### src/rtl/cmu_pkg.sv
// Shared constants, types and register map for the CPU timing and MAC unit
package cmu_pkg;

  // ---------------------------------------------------------------------
  // Register indexes (byte address is four times the index)
  // ---------------------------------------------------------------------
  localparam logic [7:0] IDX_OPA_HI   = 8'hE1;
  localparam logic [7:0] IDX_OPB_HI   = 8'hF7;
  localparam logic [7:0] IDX_DSP_CFG  = 8'hE2;
  localparam logic [7:0] IDX_WIN_LO   = 8'hE4;
  localparam logic [7:0] IDX_WIN_HI   = 8'hE5;
  localparam logic [7:0] IDX_ACC      = 8'hE0;
  localparam logic [7:0] IDX_B        = 8'hF0;
  localparam logic [7:0] IDX_FLAGS    = 8'hD0;
  localparam logic [7:0] IDX_CMD      = 8'hC0;
  localparam logic [7:0] IDX_STATUS   = 8'hC1;
  localparam int         ADDR_W       = 12;

  // ---------------------------------------------------------------------
  // Field positions and reset values
  // ---------------------------------------------------------------------
  localparam int         CFG_WIN_LSB  = 6;
  localparam int         CFG_SIGNED_OPERAND_B_SEL_BIT = 5;
  localparam int         CFG_SIGNED_OPERAND_A_SEL_BIT = 4;
  localparam logic [7:0] CFG_RESET    = 8'h00;
  localparam int         FLG_C_BIT    = 7;
  localparam int         FLG_OV_BIT   = 2;
  localparam logic [7:0] OPC_MUL_AB   = 8'hA4;
  localparam logic [7:0] OPC_MULTIPLY_ACCUMULATE_INSTR   = 8'hA4;
  localparam logic [7:0] OPC_CLEAR_ACCUM_INSTR    = 8'hE4;
  localparam logic [7:0] OPC_SHIFT_LEFT_ACCUM_INSTR    = 8'h23;
  localparam logic [7:0] OPC_ASR_M    = 8'h03;

  // ---------------------------------------------------------------------
  // Timing counts in system clock cycles
  // ---------------------------------------------------------------------
  localparam logic [7:0] MAC_CYCLES       = 8'h09;
  localparam logic [7:0] CLRM_CYCLES      = 8'h02;
  localparam logic [7:0] SHIFT_CYCLES     = 8'h02;
  localparam logic [7:0] EXT_BYTES        = 8'h02;
  localparam logic [7:0] BRANCH_EXTRA     = 8'h01;
  localparam logic [7:0] EXT_MEM_FACTOR   = 8'h03;
  localparam logic [7:0] CLKS_PER_MC      = 8'h0C;
  localparam logic [1:0] COMPAT_FETCH_DIV = 2'h2;
  localparam logic [2:0] STATES_PER_MC    = 3'h6;

  // Operations handed to the MAC datapath
  typedef enum logic [2:0] {MOP_NONE, MOP_MAC, MOP_CLR, MOP_SHL, MOP_SHR} cmu_mop_e;

  // Instruction issue word written to the command register
  typedef struct packed {
    logic [1:0] mc_code;
    logic       is_ext;
    logic       ext_mem;
    logic       branch;
    logic [1:0] nbytes;
    logic [7:0] opcode;
  } cmu_cmd_s;

  // Flag result from the MAC datapath
  typedef struct packed {
    logic valid;
    logic carry;
    logic ovf;
  } cmu_flag_s;

endpackage

### src/rtl/cmu_core_timing.sv
// CPU execution timing, register file and MAC control behind an APB slave
// ---------------------------------------------------------------------------
// Top level
// ---------------------------------------------------------------------------
// Summary of operation
// - Fuse cleared selects fast mode, fetching one internal code byte every clock.
// - Fast mode takes one clock per byte; branches and calls add one.
// - Fast mode from external program memory takes three times as long.
// - Compatibility mode is default and chosen whenever the fuse is set.
// - Compatibility fetches every third clock; six states on halved clock.
// - Compatibility instructions take one, two or four twelve-clock machine cycles.
// - Compatibility timing is the same for internal and external memory.
// - MAC adds the signed 32-bit product into the 40-bit M register.
// - Operands are operand_a_high_byte:ACC and operand_b_high_byte:B.
// - MAC takes nine cycles in fast mode from internal memory, sequential partial products, operands untouched.
// - MAC sets carry to sign, overflow sticky once set.
// - Clear instruction zeroes all of M in two cycles.
// - Shift instructions move M left one bit or right arithmetically.
// - Window field picks byte pairs 1:0, 2:1, 3:2 or 4:3 of M.
// - Sign select bits steer only the 8x8 multiply, never the MAC.
// - Configuration register resets to zero; window 7:6, signs 5 and 4.
module cmu_core_timing
  import cmu_pkg::*;
(
  // Clock and reset
  input  wire logic              pclk,
  input  wire logic              presetn,
  // APB slave
  input  wire logic              psel,
  input  wire logic              penable,
  input  wire logic              pwrite,
  input  wire logic [ADDR_W-1:0] paddr,
  input  wire logic [31:0]       pwdata,
  output logic [31:0]            prdata,
  output logic                   pready,
  output logic                   pslverr,
  // Configuration fuse pin
  input  wire logic              compat_fuse,
  // Code memory fetch and instruction progress
  output logic                   fetch_req,
  output logic                   instr_busy,
  output logic                   instr_done
);

  // -------------------------------------------------------------------------
  // Declarations
  // -------------------------------------------------------------------------
  typedef enum logic {ST_IDLE, ST_RUN} cmu_state_e;

  cmu_state_e  state_ff;
  cmu_cmd_s    cmd_ff;
  logic        fuse_meta_ff;
  logic        fuse_sync_ff;
  logic        compat_ff;
  logic [7:0]  opa_hi_ff;
  logic [7:0]  opb_hi_ff;
  logic [7:0]  cfg_ff;
  logic [7:0]  acc_ff;
  logic [7:0]  b_ff;
  logic        carry_ff;
  logic        ovf_ff;
  logic [7:0]  cyc_left_ff;
  logic [7:0]  cyc_total_ff;
  logic [1:0]  fetch_div_ff;
  logic [1:0]  fetched_ff;
  logic        half_ff;
  logic [2:0]  mstate_ff;
  logic        done_ff;
  logic        fetch_ff;
  logic [31:0] prdata_ff;
  logic [7:0]  idx;
  logic        addr_ok;
  logic        mapped;
  logic        wr_en;
  logic        setup;
  logic        issue;
  cmu_cmd_s    nxt_cmd;
  logic [7:0]  nxt_total;
  logic [7:0]  base_fast;
  logic [7:0]  mc_count;
  logic [1:0]  fetch_bytes;
  logic        fetch_due;
  logic        slow_fetch;
  cmu_mop_e    mop;
  logic [39:0] m_val;
  cmu_flag_s   mac_flags;
  logic [15:0] mul_res;
  logic [7:0]  win_lo;
  logic [7:0]  win_hi;
  logic [1:0]  win_sel;

  // -------------------------------------------------------------------------
  // APB decode
  // -------------------------------------------------------------------------
  // Only word aligned addresses inside the index range are decoded
  assign idx     = paddr[9:2];
  assign addr_ok = (paddr[ADDR_W-1:10] == '0) && (paddr[1:0] == 2'h0);
  assign mapped  = addr_ok && (idx == IDX_OPA_HI || idx == IDX_OPB_HI ||
                               idx == IDX_DSP_CFG || idx == IDX_WIN_LO ||
                               idx == IDX_WIN_HI || idx == IDX_ACC ||
                               idx == IDX_B || idx == IDX_FLAGS ||
                               idx == IDX_CMD || idx == IDX_STATUS);
  assign setup   = psel && !penable;
  assign wr_en   = psel && penable && pwrite && mapped;
  assign pready  = 1'b1;
  assign pslverr = psel && penable && !mapped;
  assign prdata  = prdata_ff;

  // -------------------------------------------------------------------------
  // Fuse synchroniser and mode
  // -------------------------------------------------------------------------
  // The fuse is a pin, so two flops come before any logic reads it
  always_ff @(posedge pclk or negedge presetn) begin
    if (!presetn) begin
      fuse_meta_ff <= 1'b1;
      fuse_sync_ff <= 1'b1;
    end else begin
      fuse_meta_ff <= compat_fuse;
      fuse_sync_ff <= fuse_meta_ff;
    end
  end

  // Mode is caught at issue so a fuse change never splits an instruction
  always_ff @(posedge pclk or negedge presetn) begin
    if (!presetn) begin
      compat_ff <= 1'b1;
    end else if (issue) begin
      compat_ff <= fuse_sync_ff;
    end
  end

  // -------------------------------------------------------------------------
  // Instruction issue and cycle count
  // -------------------------------------------------------------------------
  // A command write while an instruction runs is dropped
  assign nxt_cmd = cmu_cmd_s'(pwdata[$bits(cmu_cmd_s)-1:0]);
  assign issue   = wr_en && idx == IDX_CMD && state_ff == ST_IDLE;

  // Execution length of the command being issued
  always_comb begin
    if (nxt_cmd.is_ext) begin
      unique case (nxt_cmd.opcode)
        OPC_MULTIPLY_ACCUMULATE_INSTR: base_fast = MAC_CYCLES;
        OPC_CLEAR_ACCUM_INSTR:  base_fast = CLRM_CYCLES;
        default:    base_fast = SHIFT_CYCLES;
      endcase
    end else begin
      base_fast = {6'h0, (nxt_cmd.nbytes == 2'h0) ? 2'h1 : nxt_cmd.nbytes} +
                  (nxt_cmd.branch ? BRANCH_EXTRA : 8'h0);
    end
    unique case (nxt_cmd.mc_code)
      2'h0:    mc_count = 8'h01;
      2'h1:    mc_count = 8'h02;
      default: mc_count = 8'h04;
    endcase
    if (fuse_sync_ff) begin
      nxt_total = 8'(mc_count * CLKS_PER_MC);
    end else if (nxt_cmd.ext_mem) begin
      nxt_total = 8'(base_fast * EXT_MEM_FACTOR);
    end else begin
      nxt_total = base_fast;
    end
  end

  // Run state: count down the cycles and pulse done on the last one
  always_ff @(posedge pclk or negedge presetn) begin
    if (!presetn) begin
      state_ff     <= ST_IDLE;
      cmd_ff       <= '0;
      cyc_left_ff  <= 8'h0;
      cyc_total_ff <= 8'h0;
      done_ff      <= 1'b0;
    end else begin
      done_ff <= 1'b0;
      unique case (state_ff)
        ST_IDLE: begin
          if (issue) begin
            state_ff     <= ST_RUN;
            cmd_ff       <= nxt_cmd;
            cyc_left_ff  <= nxt_total - 8'h1;
            cyc_total_ff <= nxt_total;
          end
        end
        ST_RUN: begin
          if (cyc_left_ff == 8'h0) begin
            state_ff <= ST_IDLE;
            done_ff  <= 1'b1;
          end else begin
            cyc_left_ff <= cyc_left_ff - 8'h1;
          end
        end
      endcase
    end
  end

  assign instr_busy = (state_ff == ST_RUN);
  assign instr_done = done_ff;

  // -------------------------------------------------------------------------
  // Code fetch pacing
  // -------------------------------------------------------------------------
  // External fast fetches and compatibility fetches come every third clock
  assign slow_fetch  = compat_ff || cmd_ff.ext_mem;
  assign fetch_bytes = cmd_ff.is_ext ? EXT_BYTES[1:0] :
                       (cmd_ff.nbytes == 2'h0) ? 2'h1 : cmd_ff.nbytes;
  assign fetch_due   = instr_busy && fetched_ff < fetch_bytes && fetch_div_ff == 2'h0;

  always_ff @(posedge pclk or negedge presetn) begin
    if (!presetn) begin
      fetch_div_ff <= 2'h0;
      fetched_ff   <= 2'h0;
      fetch_ff     <= 1'b0;
    end else if (issue) begin
      fetch_div_ff <= 2'h0;
      fetched_ff   <= 2'h0;
      fetch_ff     <= 1'b0;
    end else begin
      fetch_ff <= fetch_due;
      if (fetch_due) fetched_ff <= fetched_ff + 2'h1;
      if (!slow_fetch || fetch_div_ff == COMPAT_FETCH_DIV) begin
        fetch_div_ff <= 2'h0;
      end else begin
        fetch_div_ff <= fetch_div_ff + 2'h1;
      end
    end
  end

  assign fetch_req = fetch_ff;

  // -------------------------------------------------------------------------
  // Compatibility machine cycle states
  // -------------------------------------------------------------------------
  // Halved clock enable drives six states, twelve clocks per machine cycle
  always_ff @(posedge pclk or negedge presetn) begin
    if (!presetn) begin
      half_ff   <= 1'b0;
      mstate_ff <= 3'h0;
    end else if (issue || !instr_busy || !compat_ff) begin
      half_ff   <= 1'b0;
      mstate_ff <= 3'h0;
    end else begin
      half_ff <= !half_ff;
      if (half_ff) begin
        mstate_ff <= (mstate_ff == STATES_PER_MC - 3'h1) ? 3'h0 : mstate_ff + 3'h1;
      end
    end
  end

  // -------------------------------------------------------------------------
  // MAC datapath
  // -------------------------------------------------------------------------
  // Extended opcodes start the datapath on the issue edge
  always_comb begin
    mop = MOP_NONE;
    if (issue && nxt_cmd.is_ext) begin
      unique case (nxt_cmd.opcode)
        OPC_MULTIPLY_ACCUMULATE_INSTR: mop = MOP_MAC;
        OPC_CLEAR_ACCUM_INSTR:  mop = MOP_CLR;
        OPC_SHIFT_LEFT_ACCUM_INSTR:  mop = MOP_SHL;
        OPC_ASR_M:  mop = MOP_SHR;
        default:    mop = MOP_NONE;
      endcase
    end
  end

  assign win_sel = cfg_ff[CFG_WIN_LSB +: 2];

  // Operands are only read, never written back
  cmu_mac_unit u_mac (
    .pclk    (pclk),
    .presetn (presetn),
    .start   (mop != MOP_NONE),
    .op      (mop),
    .opa     ({opa_hi_ff, acc_ff}),
    .opb     ({opb_hi_ff, b_ff}),
    .win_sel (win_sel),
    .wr_lo   (wr_en && idx == IDX_WIN_LO),
    .wr_hi   (wr_en && idx == IDX_WIN_HI),
    .wr_data (pwdata[7:0]),
    .m_out   (m_val),
    .flags   (mac_flags)
  );

  // Sliding window onto M
  assign win_lo = m_val[8*win_sel +: 8];
  assign win_hi = m_val[8*win_sel + 8 +: 8];

  // -------------------------------------------------------------------------
  // 8x8 multiply with selectable operand signs
  // -------------------------------------------------------------------------
  assign mul_res = 16'($signed({cfg_ff[CFG_SIGNED_OPERAND_A_SEL_BIT] & acc_ff[7], acc_ff}) *
                       $signed({cfg_ff[CFG_SIGNED_OPERAND_B_SEL_BIT] & b_ff[7], b_ff}));

  // -------------------------------------------------------------------------
  // Software registers
  // -------------------------------------------------------------------------
  // Configuration and high operand bytes
  always_ff @(posedge pclk or negedge presetn) begin
    if (!presetn) begin
      cfg_ff    <= CFG_RESET;
      opa_hi_ff <= 8'h00;
      opb_hi_ff <= 8'h00;
    end else if (wr_en) begin
      if (idx == IDX_DSP_CFG) cfg_ff <= pwdata[7:0];
      if (idx == IDX_OPA_HI)  opa_hi_ff <= pwdata[7:0];
      if (idx == IDX_OPB_HI)  opb_hi_ff <= pwdata[7:0];
    end
  end

  // ACC and B: the multiply result wins over a software write that lands with it
  always_ff @(posedge pclk or negedge presetn) begin
    if (!presetn) begin
      acc_ff <= 8'h00;
      b_ff   <= 8'h00;
    end else if (done_ff && !cmd_ff.is_ext && cmd_ff.opcode == OPC_MUL_AB) begin
      acc_ff <= mul_res[7:0];
      b_ff   <= mul_res[15:8];
    end else if (wr_en) begin
      if (idx == IDX_ACC) acc_ff <= pwdata[7:0];
      if (idx == IDX_B)   b_ff <= pwdata[7:0];
    end
  end

  // Flags: hardware results win, and a set overflow is never lost to a MAC
  always_ff @(posedge pclk or negedge presetn) begin
    if (!presetn) begin
      carry_ff <= 1'b0;
      ovf_ff   <= 1'b0;
    end else if (mac_flags.valid) begin
      carry_ff <= mac_flags.carry;
      ovf_ff   <= ovf_ff | mac_flags.ovf;
    end else if (done_ff && !cmd_ff.is_ext && cmd_ff.opcode == OPC_MUL_AB) begin
      carry_ff <= 1'b0;
      ovf_ff   <= (mul_res[15:8] != 8'h00);
    end else if (wr_en && idx == IDX_FLAGS) begin
      carry_ff <= pwdata[FLG_C_BIT];
      ovf_ff   <= pwdata[FLG_OV_BIT];
    end
  end

  // -------------------------------------------------------------------------
  // Read data
  // -------------------------------------------------------------------------
  // Captured in the setup phase so the access phase needs no wait state
  always_ff @(posedge pclk or negedge presetn) begin
    if (!presetn) begin
      prdata_ff <= 32'h0;
    end else if (setup) begin
      prdata_ff <= 32'h0;
      if (addr_ok) begin
        unique case (idx)
          IDX_OPA_HI:  prdata_ff[7:0] <= opa_hi_ff;
          IDX_OPB_HI:  prdata_ff[7:0] <= opb_hi_ff;
          IDX_DSP_CFG: prdata_ff[7:0] <= cfg_ff;
          IDX_WIN_LO:  prdata_ff[7:0] <= win_lo;
          IDX_WIN_HI:  prdata_ff[7:0] <= win_hi;
          IDX_ACC:     prdata_ff[7:0] <= acc_ff;
          IDX_B:       prdata_ff[7:0] <= b_ff;
          IDX_FLAGS: begin
            prdata_ff[FLG_C_BIT]  <= carry_ff;
            prdata_ff[FLG_OV_BIT] <= ovf_ff;
          end
          IDX_CMD:     prdata_ff[$bits(cmu_cmd_s)-1:0] <= cmd_ff;
          IDX_STATUS:  prdata_ff[23:0] <= {cyc_total_ff, cyc_left_ff,
                                           2'b00, mstate_ff, fuse_sync_ff,
                                           compat_ff, instr_busy};
          default:     prdata_ff <= 32'h0;
        endcase
      end
    end
  end

endmodule

### src/rtl/cmu_mac_unit.sv
// Sequential 16x16 multiply-accumulate datapath with 40-bit M register
module cmu_mac_unit
  import cmu_pkg::*;
(
  // Clock and reset
  input  wire logic        pclk,
  input  wire logic        presetn,
  // Operation request
  input  wire logic        start,
  input  wire cmu_mop_e    op,
  input  wire logic [15:0] opa,
  input  wire logic [15:0] opb,
  // Window writes
  input  wire logic [1:0]  win_sel,
  input  wire logic        wr_lo,
  input  wire logic        wr_hi,
  input  wire logic [7:0]  wr_data,
  // Results
  output logic [39:0]      m_out,
  output cmu_flag_s        flags
);

  logic [39:0] m_ff;
  logic [32:0] prod_ff;
  logic [2:0]  step_ff;
  logic        run_ff;
  logic [17:0] pp;
  logic [32:0] pp_shift;
  logic [40:0] sum;

  // Partial product of one byte pair; high bytes carry the sign
  always_comb begin
    pp = 18'($signed({step_ff[1] & opa[15], step_ff[1] ? opa[15:8] : opa[7:0]}) *
              $signed({step_ff[0] & opb[15], step_ff[0] ? opb[15:8] : opb[7:0]}));
    pp_shift = 33'($signed(pp)) <<< ((5'(step_ff[1]) + 5'(step_ff[0])) * 5'd8);
    sum = 41'($signed(m_ff)) + 41'($signed(prod_ff));
  end

  // Four partial products then one 40-bit add, well inside nine cycles
  always_ff @(posedge pclk or negedge presetn) begin
    if (!presetn) begin
      run_ff  <= 1'b0;
      step_ff <= 3'h0;
      prod_ff <= 33'h0;
    end else if (start && op == MOP_MAC) begin
      run_ff  <= 1'b1;
      step_ff <= 3'h0;
      prod_ff <= 33'h0;
    end else if (run_ff) begin
      if (step_ff[2]) begin
        run_ff <= 1'b0;
      end else begin
        prod_ff <= prod_ff + pp_shift;
        step_ff <= step_ff + 3'h1;
      end
    end
  end

  // M register: accumulate, clear, shift, or byte writes through the window
  always_ff @(posedge pclk or negedge presetn) begin
    if (!presetn) begin
      m_ff <= 40'h0;
    end else if (run_ff && step_ff[2]) begin
      m_ff <= sum[39:0];
    end else if (start && op == MOP_CLR) begin
      m_ff <= 40'h0;
    end else if (start && op == MOP_SHL) begin
      m_ff <= {m_ff[38:0], 1'b0};
    end else if (start && op == MOP_SHR) begin
      m_ff <= {m_ff[39], m_ff[39:1]};
    end else if (!run_ff) begin
      if (wr_lo) m_ff[8*win_sel +: 8] <= wr_data;
      if (wr_hi) m_ff[8*win_sel + 8 +: 8] <= wr_data;
    end
  end

  // Carry is the result sign, overflow when signs of addends agree and sum differs
  always_ff @(posedge pclk or negedge presetn) begin
    if (!presetn) begin
      flags <= '0;
    end else begin
      flags.valid <= run_ff && step_ff[2];
      flags.carry <= sum[39];
      flags.ovf   <= (m_ff[39] == prod_ff[32]) && (sum[39] != m_ff[39]);
    end
  end

  assign m_out = m_ff;

endmodule

### config.mk
export PLATFORM = sky130hd
export DESIGN_NAME = cmu_core_timing
export DESIGN_NICKNAME = d
export VERILOG_FILES = /design/src/rtl/cmu_pkg.sv /design/src/rtl/cmu_core_timing.sv /design/src/rtl/cmu_mac_unit.sv
export SDC_FILE = /design/constraint.sdc
export NUM_CORES = 1
export LEC_CHECK = 0
export ABC_AREA = 1
export BUFFER_PORTS_ARGS = -buffer_cell sky130_fd_sc_hd__clkbuf_2
export CAP_MARGIN = 15
export CORE_UTILIZATION = 40
export DETAILED_ROUTE_END_ITERATION = 10
export MAX_ROUTING_LAYER = met4
export SLEW_MARGIN = 20
export SYNTH_ARGS = -nofsm -noshare
export SYNTH_HDL_FRONTEND = slang
export SYNTH_SLANG_ARGS = --single-unit
### constraint.sdc
create_clock -name pclk -period 7.7 [get_ports pclk]
set_input_delay 0.77 -clock pclk [delete_from_list [all_inputs] [get_ports pclk]]
set_output_delay 0.77 -clock pclk [all_outputs]
set_load 0.01 [all_outputs]
==> impl_results.md <==
* Total gr overflow at 0
* Synth cell types at 63
* Global-route wire length before repair at 120000 um
* Source-to-sink clock delay at the later pin of the worst-skew pair at 0.48 ns
* Global-route track usage on met1 at 39.1%
* Final WL at 75700 um
* Worst hold slack after final layout at 0.312 ns
* Max rail drop VDD at roughly 0.00016 V
* Initial core utilization at approximately 40%
* Count of standard-cell rows at 86
* Initial DRT Pass Iterations at 6
* Combinational share of power at 9.0%
* Final Max Slew Viols at 0
* Initial antenna violation count at 1
* Worst Skew at approximately 0.021 ns
* Buffers plus inverters on the worst setup path at 8
* M3 GR Usage at 2.55%
* Switching power share of the total at 29.3%
* Per-instance average area after synthesis at 6.80 um2
* Worst hold path type: in2async
* Average detailed-routed wire length per instance at 18.4 um
* Number of vias per cell at 5.36
* Global-route layer with the greatest usage: met2
* Sequential fraction of the synthesis area at 21.3%
* Number of clock buffers inserted by TritonCTS at 17
* Worst-case register-to-register setup slack at 0.38 ns
* Height of the die at around 240 um
* Synthesis-to-layout area growth at 9.72%
* Core area at 55000 um2
* Worst Path Class, Setup: reg2reg
* Clock-pin slew of the registers on the worst-case setup and hold paths at about 0.080 ns
* Number of levels in the clock H-tree at 4
* Die footprint at 56600 um2
* Post-route clock period utilization at roughly 95%
* Worst path arrival time at 7.70 ns
* Crit start category: register
* DR iter-0 viols at 1971
* Dpl hpwl at 61000 um
* Crit path max-delay cell type: sky130_fd_sc_hd__fa_1
* Proportion of netlist area held by the largest area contributor at 20.9%
* Ranking of synthesized cells by area: sky130_fd_sc_hd__dfrtp_1 21%, sky130_fd_sc_hd__nand2_1 14%, sky130_fd_sc_hd__fa_1 12%
* Source of the worst register-to-register timing path: u_mac.step_ff[1]
* Unrepaired setup endpoints after global routing: yes
* Max-cap check violation count at 0
* Layout cell share with drive strength beyond 1 at 7.69%
* Net switching power figure at 617 uW
* Element type at the critical path end: register
* Die width at 238 um
* Synth Cell Area at 22200 um2
* Register-to-Register Path Depth at 32
* Fin nets at 3684
* Crit path required time at 8.08 ns
* Synth Warn # at 0
* CTS sink cnt at roughly 190
* Static leakage at roughly 0.013 uW
* Clock Root Buffer: sky130_fd_sc_hd__clkbuf_16
* Bufs on Longest Clock Path at 2
* Maximum number of pins on one net before global-route repair at 74
* Normalized max-slew margin at 29.1%
* Hold Fails Final Rpt at 0
* Buffers on Ports at 59
* Synthesis-stage register bit count at 189
* TritonCTS clock tree: built
* Outcome: completed
* Post-synthesis cell type with the largest combined area: sky130_fd_sc_hd__dfrtp_1
* Fraction of synthesis flops using an asynchronous set or reset pin at 100%
* Final antenna-violating net count at 0
* DRC violation count after routing at 0
* Capture point of the worst reg-to-reg path: u_mac.prod_ff[26]
* Int Pwr at 1490 uW
* Vias after detailed routing at 22.0k
* Count of flip-flops with a built-in enable after synthesis at 0
* Met2 routing resource usage after global routing at 42.9%
* Fill cells at 5865
* Fmax at 137 MHz
* Part of the total power dissipated in sequential elements at 47.7%
* Via count of the first global-routing pass at 21.0k
* Total negative setup slack at 0 ns
* Quantity of hold-fixing buffers added after cts at 0
* Global placer's final weighted congestion at around 1.0
* Minimum period implied by the final worst setup slack at 7.32 ns
* Total I/O pin count at 87
* Worst-margin pin slew at 1.05 ns
* Family with the most delay on the worst path: adder cells
* Predominant post-synthesis flop cell: sky130_fd_sc_hd__dfrtp_1
* Largest fanout on the critical path at 8
* PD cells at 86.2 nW/um2
* Gate Count Post-Synth at 3272
* Share of total power in the clock network at approximately 43%
* Final setup fails at 0
* Peak per-stage delay on the critical path at roughly 0.56 ns
* Final cell utilization of the core at 44.4%
* Overall global routing resource usage at between 20% and 30%
-- cells in the final DEF (no fill, tap or decap), types with 7 or more instances in the layout --
cell and instances:
sky130_fd_sc_hd__nand2_1 803, sky130_fd_sc_hd__inv_1 509, sky130_fd_sc_hd__o21ai_0 301, sky130_fd_sc_hd__nor2_1 288, sky130_fd_sc_hd__a21oi_1 220, sky130_fd_sc_hd__dfrtp_1 184
sky130_fd_sc_hd__ha_1 157, sky130_fd_sc_hd__nand3_1 149, sky130_fd_sc_hd__fa_1 135, sky130_fd_sc_hd__buf_4 90, sky130_fd_sc_hd__clkbuf_2 58, sky130_fd_sc_hd__xor2_1 39
sky130_fd_sc_hd__o211ai_1 34, sky130_fd_sc_hd__xnor2_1 32, sky130_fd_sc_hd__nor3_1 26, sky130_fd_sc_hd__o21ai_1 25, sky130_fd_sc_hd__nand4_1 23, sky130_fd_sc_hd__a31oi_1 22
sky130_fd_sc_hd__o21bai_1 17, sky130_fd_sc_hd__clkbuf_16 17, sky130_fd_sc_hd__nor4_1 16, sky130_fd_sc_hd__inv_2 13, sky130_fd_sc_hd__nand2_2 12, sky130_fd_sc_hd__o221ai_1 12
sky130_fd_sc_hd__o22ai_1 11, sky130_fd_sc_hd__conb_1 10, sky130_fd_sc_hd__o31ai_1 9, sky130_fd_sc_hd__or2_2 8, sky130_fd_sc_hd__a221oi_1 8, sky130_fd_sc_hd__clkinv_1 7
sky130_fd_sc_hd__a21o_1 7
-- cell usage after synthesis (32+ instances only) --
cell / instances
sky130_fd_sc_hd__a21oi_1: 223
sky130_fd_sc_hd__fa_1: 136
sky130_fd_sc_hd__nor2_1: 288
sky130_fd_sc_hd__o211ai_1: 34
sky130_fd_sc_hd__inv_1: 512
sky130_fd_sc_hd__o21ai_0: 314
sky130_fd_sc_hd__clkbuf_1: 79
sky130_fd_sc_hd__dfrtp_1: 186
sky130_fd_sc_hd__ha_1: 158
sky130_fd_sc_hd__xnor2_1: 32
sky130_fd_sc_hd__xor2_1: 39
sky130_fd_sc_hd__nand3_1: 151
sky130_fd_sc_hd__nand2_1: 807
-- cell type report --
| cell class | instances | area [um2] | area share [%] |
|---|---|---|---|
| antenna | 1 | 2.50 | 0.0103 |
| clock inverter | 14 | 171 | 0.702 |
| clock buffer | 18 | 429 | 1.76 |
| inverter | 529 | 1990 | 8.13 |
| sequential | 189 | 4740 | 19.4 |
| multi-input combinational | 2452 | 15100 | 62.0 |
| tap | 748 | 936 | 3.83 |
| timing repair buffer | 151 | 1010 | 4.13 |
-- state kept, by name, summed over array words and instances (netlist names), 2 cells and up --
register       cells
u_mac.m_out       40
opa_hi_ff          8
u_mac.prod_ff     33
fetch_div_ff       2
b_ff               8
prdata            23
u_mac.flags        3
cyc_left_ff        8
opb_hi_ff          8
cmd_ff            15
mstate_ff          3
cyc_total_ff       7
cfg_ff             8
fetched_ff         2
u_mac.step_ff      3
acc_ff             8
-- cell families (layout without fill, tap and decap cells) --
kind of cell             Yosys count  count (layout)  synth area share (%)
adder cells (fa/ha/maj)          294             294                  21.1
other                              2              11                0.0338
AO/OA/AOI/OAI                    711             711                  17.9
multiplexers                       8               8                 0.377
AND/OR/NAND/NOR                 1358            1358                  25.3
buffers and inverters            639             712                  11.2
flip-flops                       189             189                  21.3
XOR/XNOR                          71              71                  2.80
-- worst register-to-register path: cells and delay by family, from the launching register on --
family / cells / cell delay (ns)
AO/OA/AOI/OAI: 6 / 1.26
XOR/XNOR: 1 / 0.16
adder cells (fa/ha/maj): 7 / 3.26
buffers and inverters: 8 / 0.77
flip-flops: 1 / 0.43
AND/OR/NAND/NOR: 10 / 1.33
-- how the worst max path moves through the flow --
stage / slack [ns] / cells past startpoint / endpoint / start
CTS: 0.16 / 35 / u_mac.prod_ff[31] / u_mac.step_ff[0]
global route: -0.03 / 38 / u_mac.prod_ff[29] / u_mac.step_ff[1]
finish: 0.38 / 32 / u_mac.prod_ff[26] / u_mac.step_ff[1]
detailed placement: 0.19 / 38 / u_mac.prod_ff[31] / u_mac.step_ff[0]
floorplan: 0.75 / 33 / u_mac.prod_ff[29] / u_mac.step_ff[0]
global placement: 0.17 / 32 / u_mac.prod_ff[29] / u_mac.step_ff[0]
-- power by group through the flow --
| stage | clock [uW] | combinational (uW) | sequential [uW] |
|---|---|---|---|
| finish | 912 | 188 | 1000 |
| floorplan | 0 | 106 | 1020 |
| CTS | 923 | 184 | 1000 |
| global route | 959 | 211 | 1000 |
| global placement | 0 | 183 | 1020 |
| detailed placement | 0 | 183 | 1020 |
-- timing repair --
| item | 4_1_cts | 5_1_grt |
|---|---|---|
| gates resized for setup | 0 | 40 |
| buffers inserted | 0 | 8 |
| setup endpoints to repair | 0 | 15 |
-- stage by stage --
step,total power [uW],setup WS [ns],std cells,instance area [um2]
after floorplan,1120,0.748,3280,22300
after global placement,1210,0.169,4061,23600
after detailed placement,1210,0.190,4061,23600
after CTS,2110,0.161,4093,24200
after global routing,2170,-0.0312,4101,24400
final,2100,0.385,4102,24400
-- routing by layer --
layer	up-vias	part of all wire, %
li1	10726	-
met3	134	5.9
met5	-	0
met4	0	3.5
met1	10359	46
met2	786	44
(Power assumes the default switching activity.)
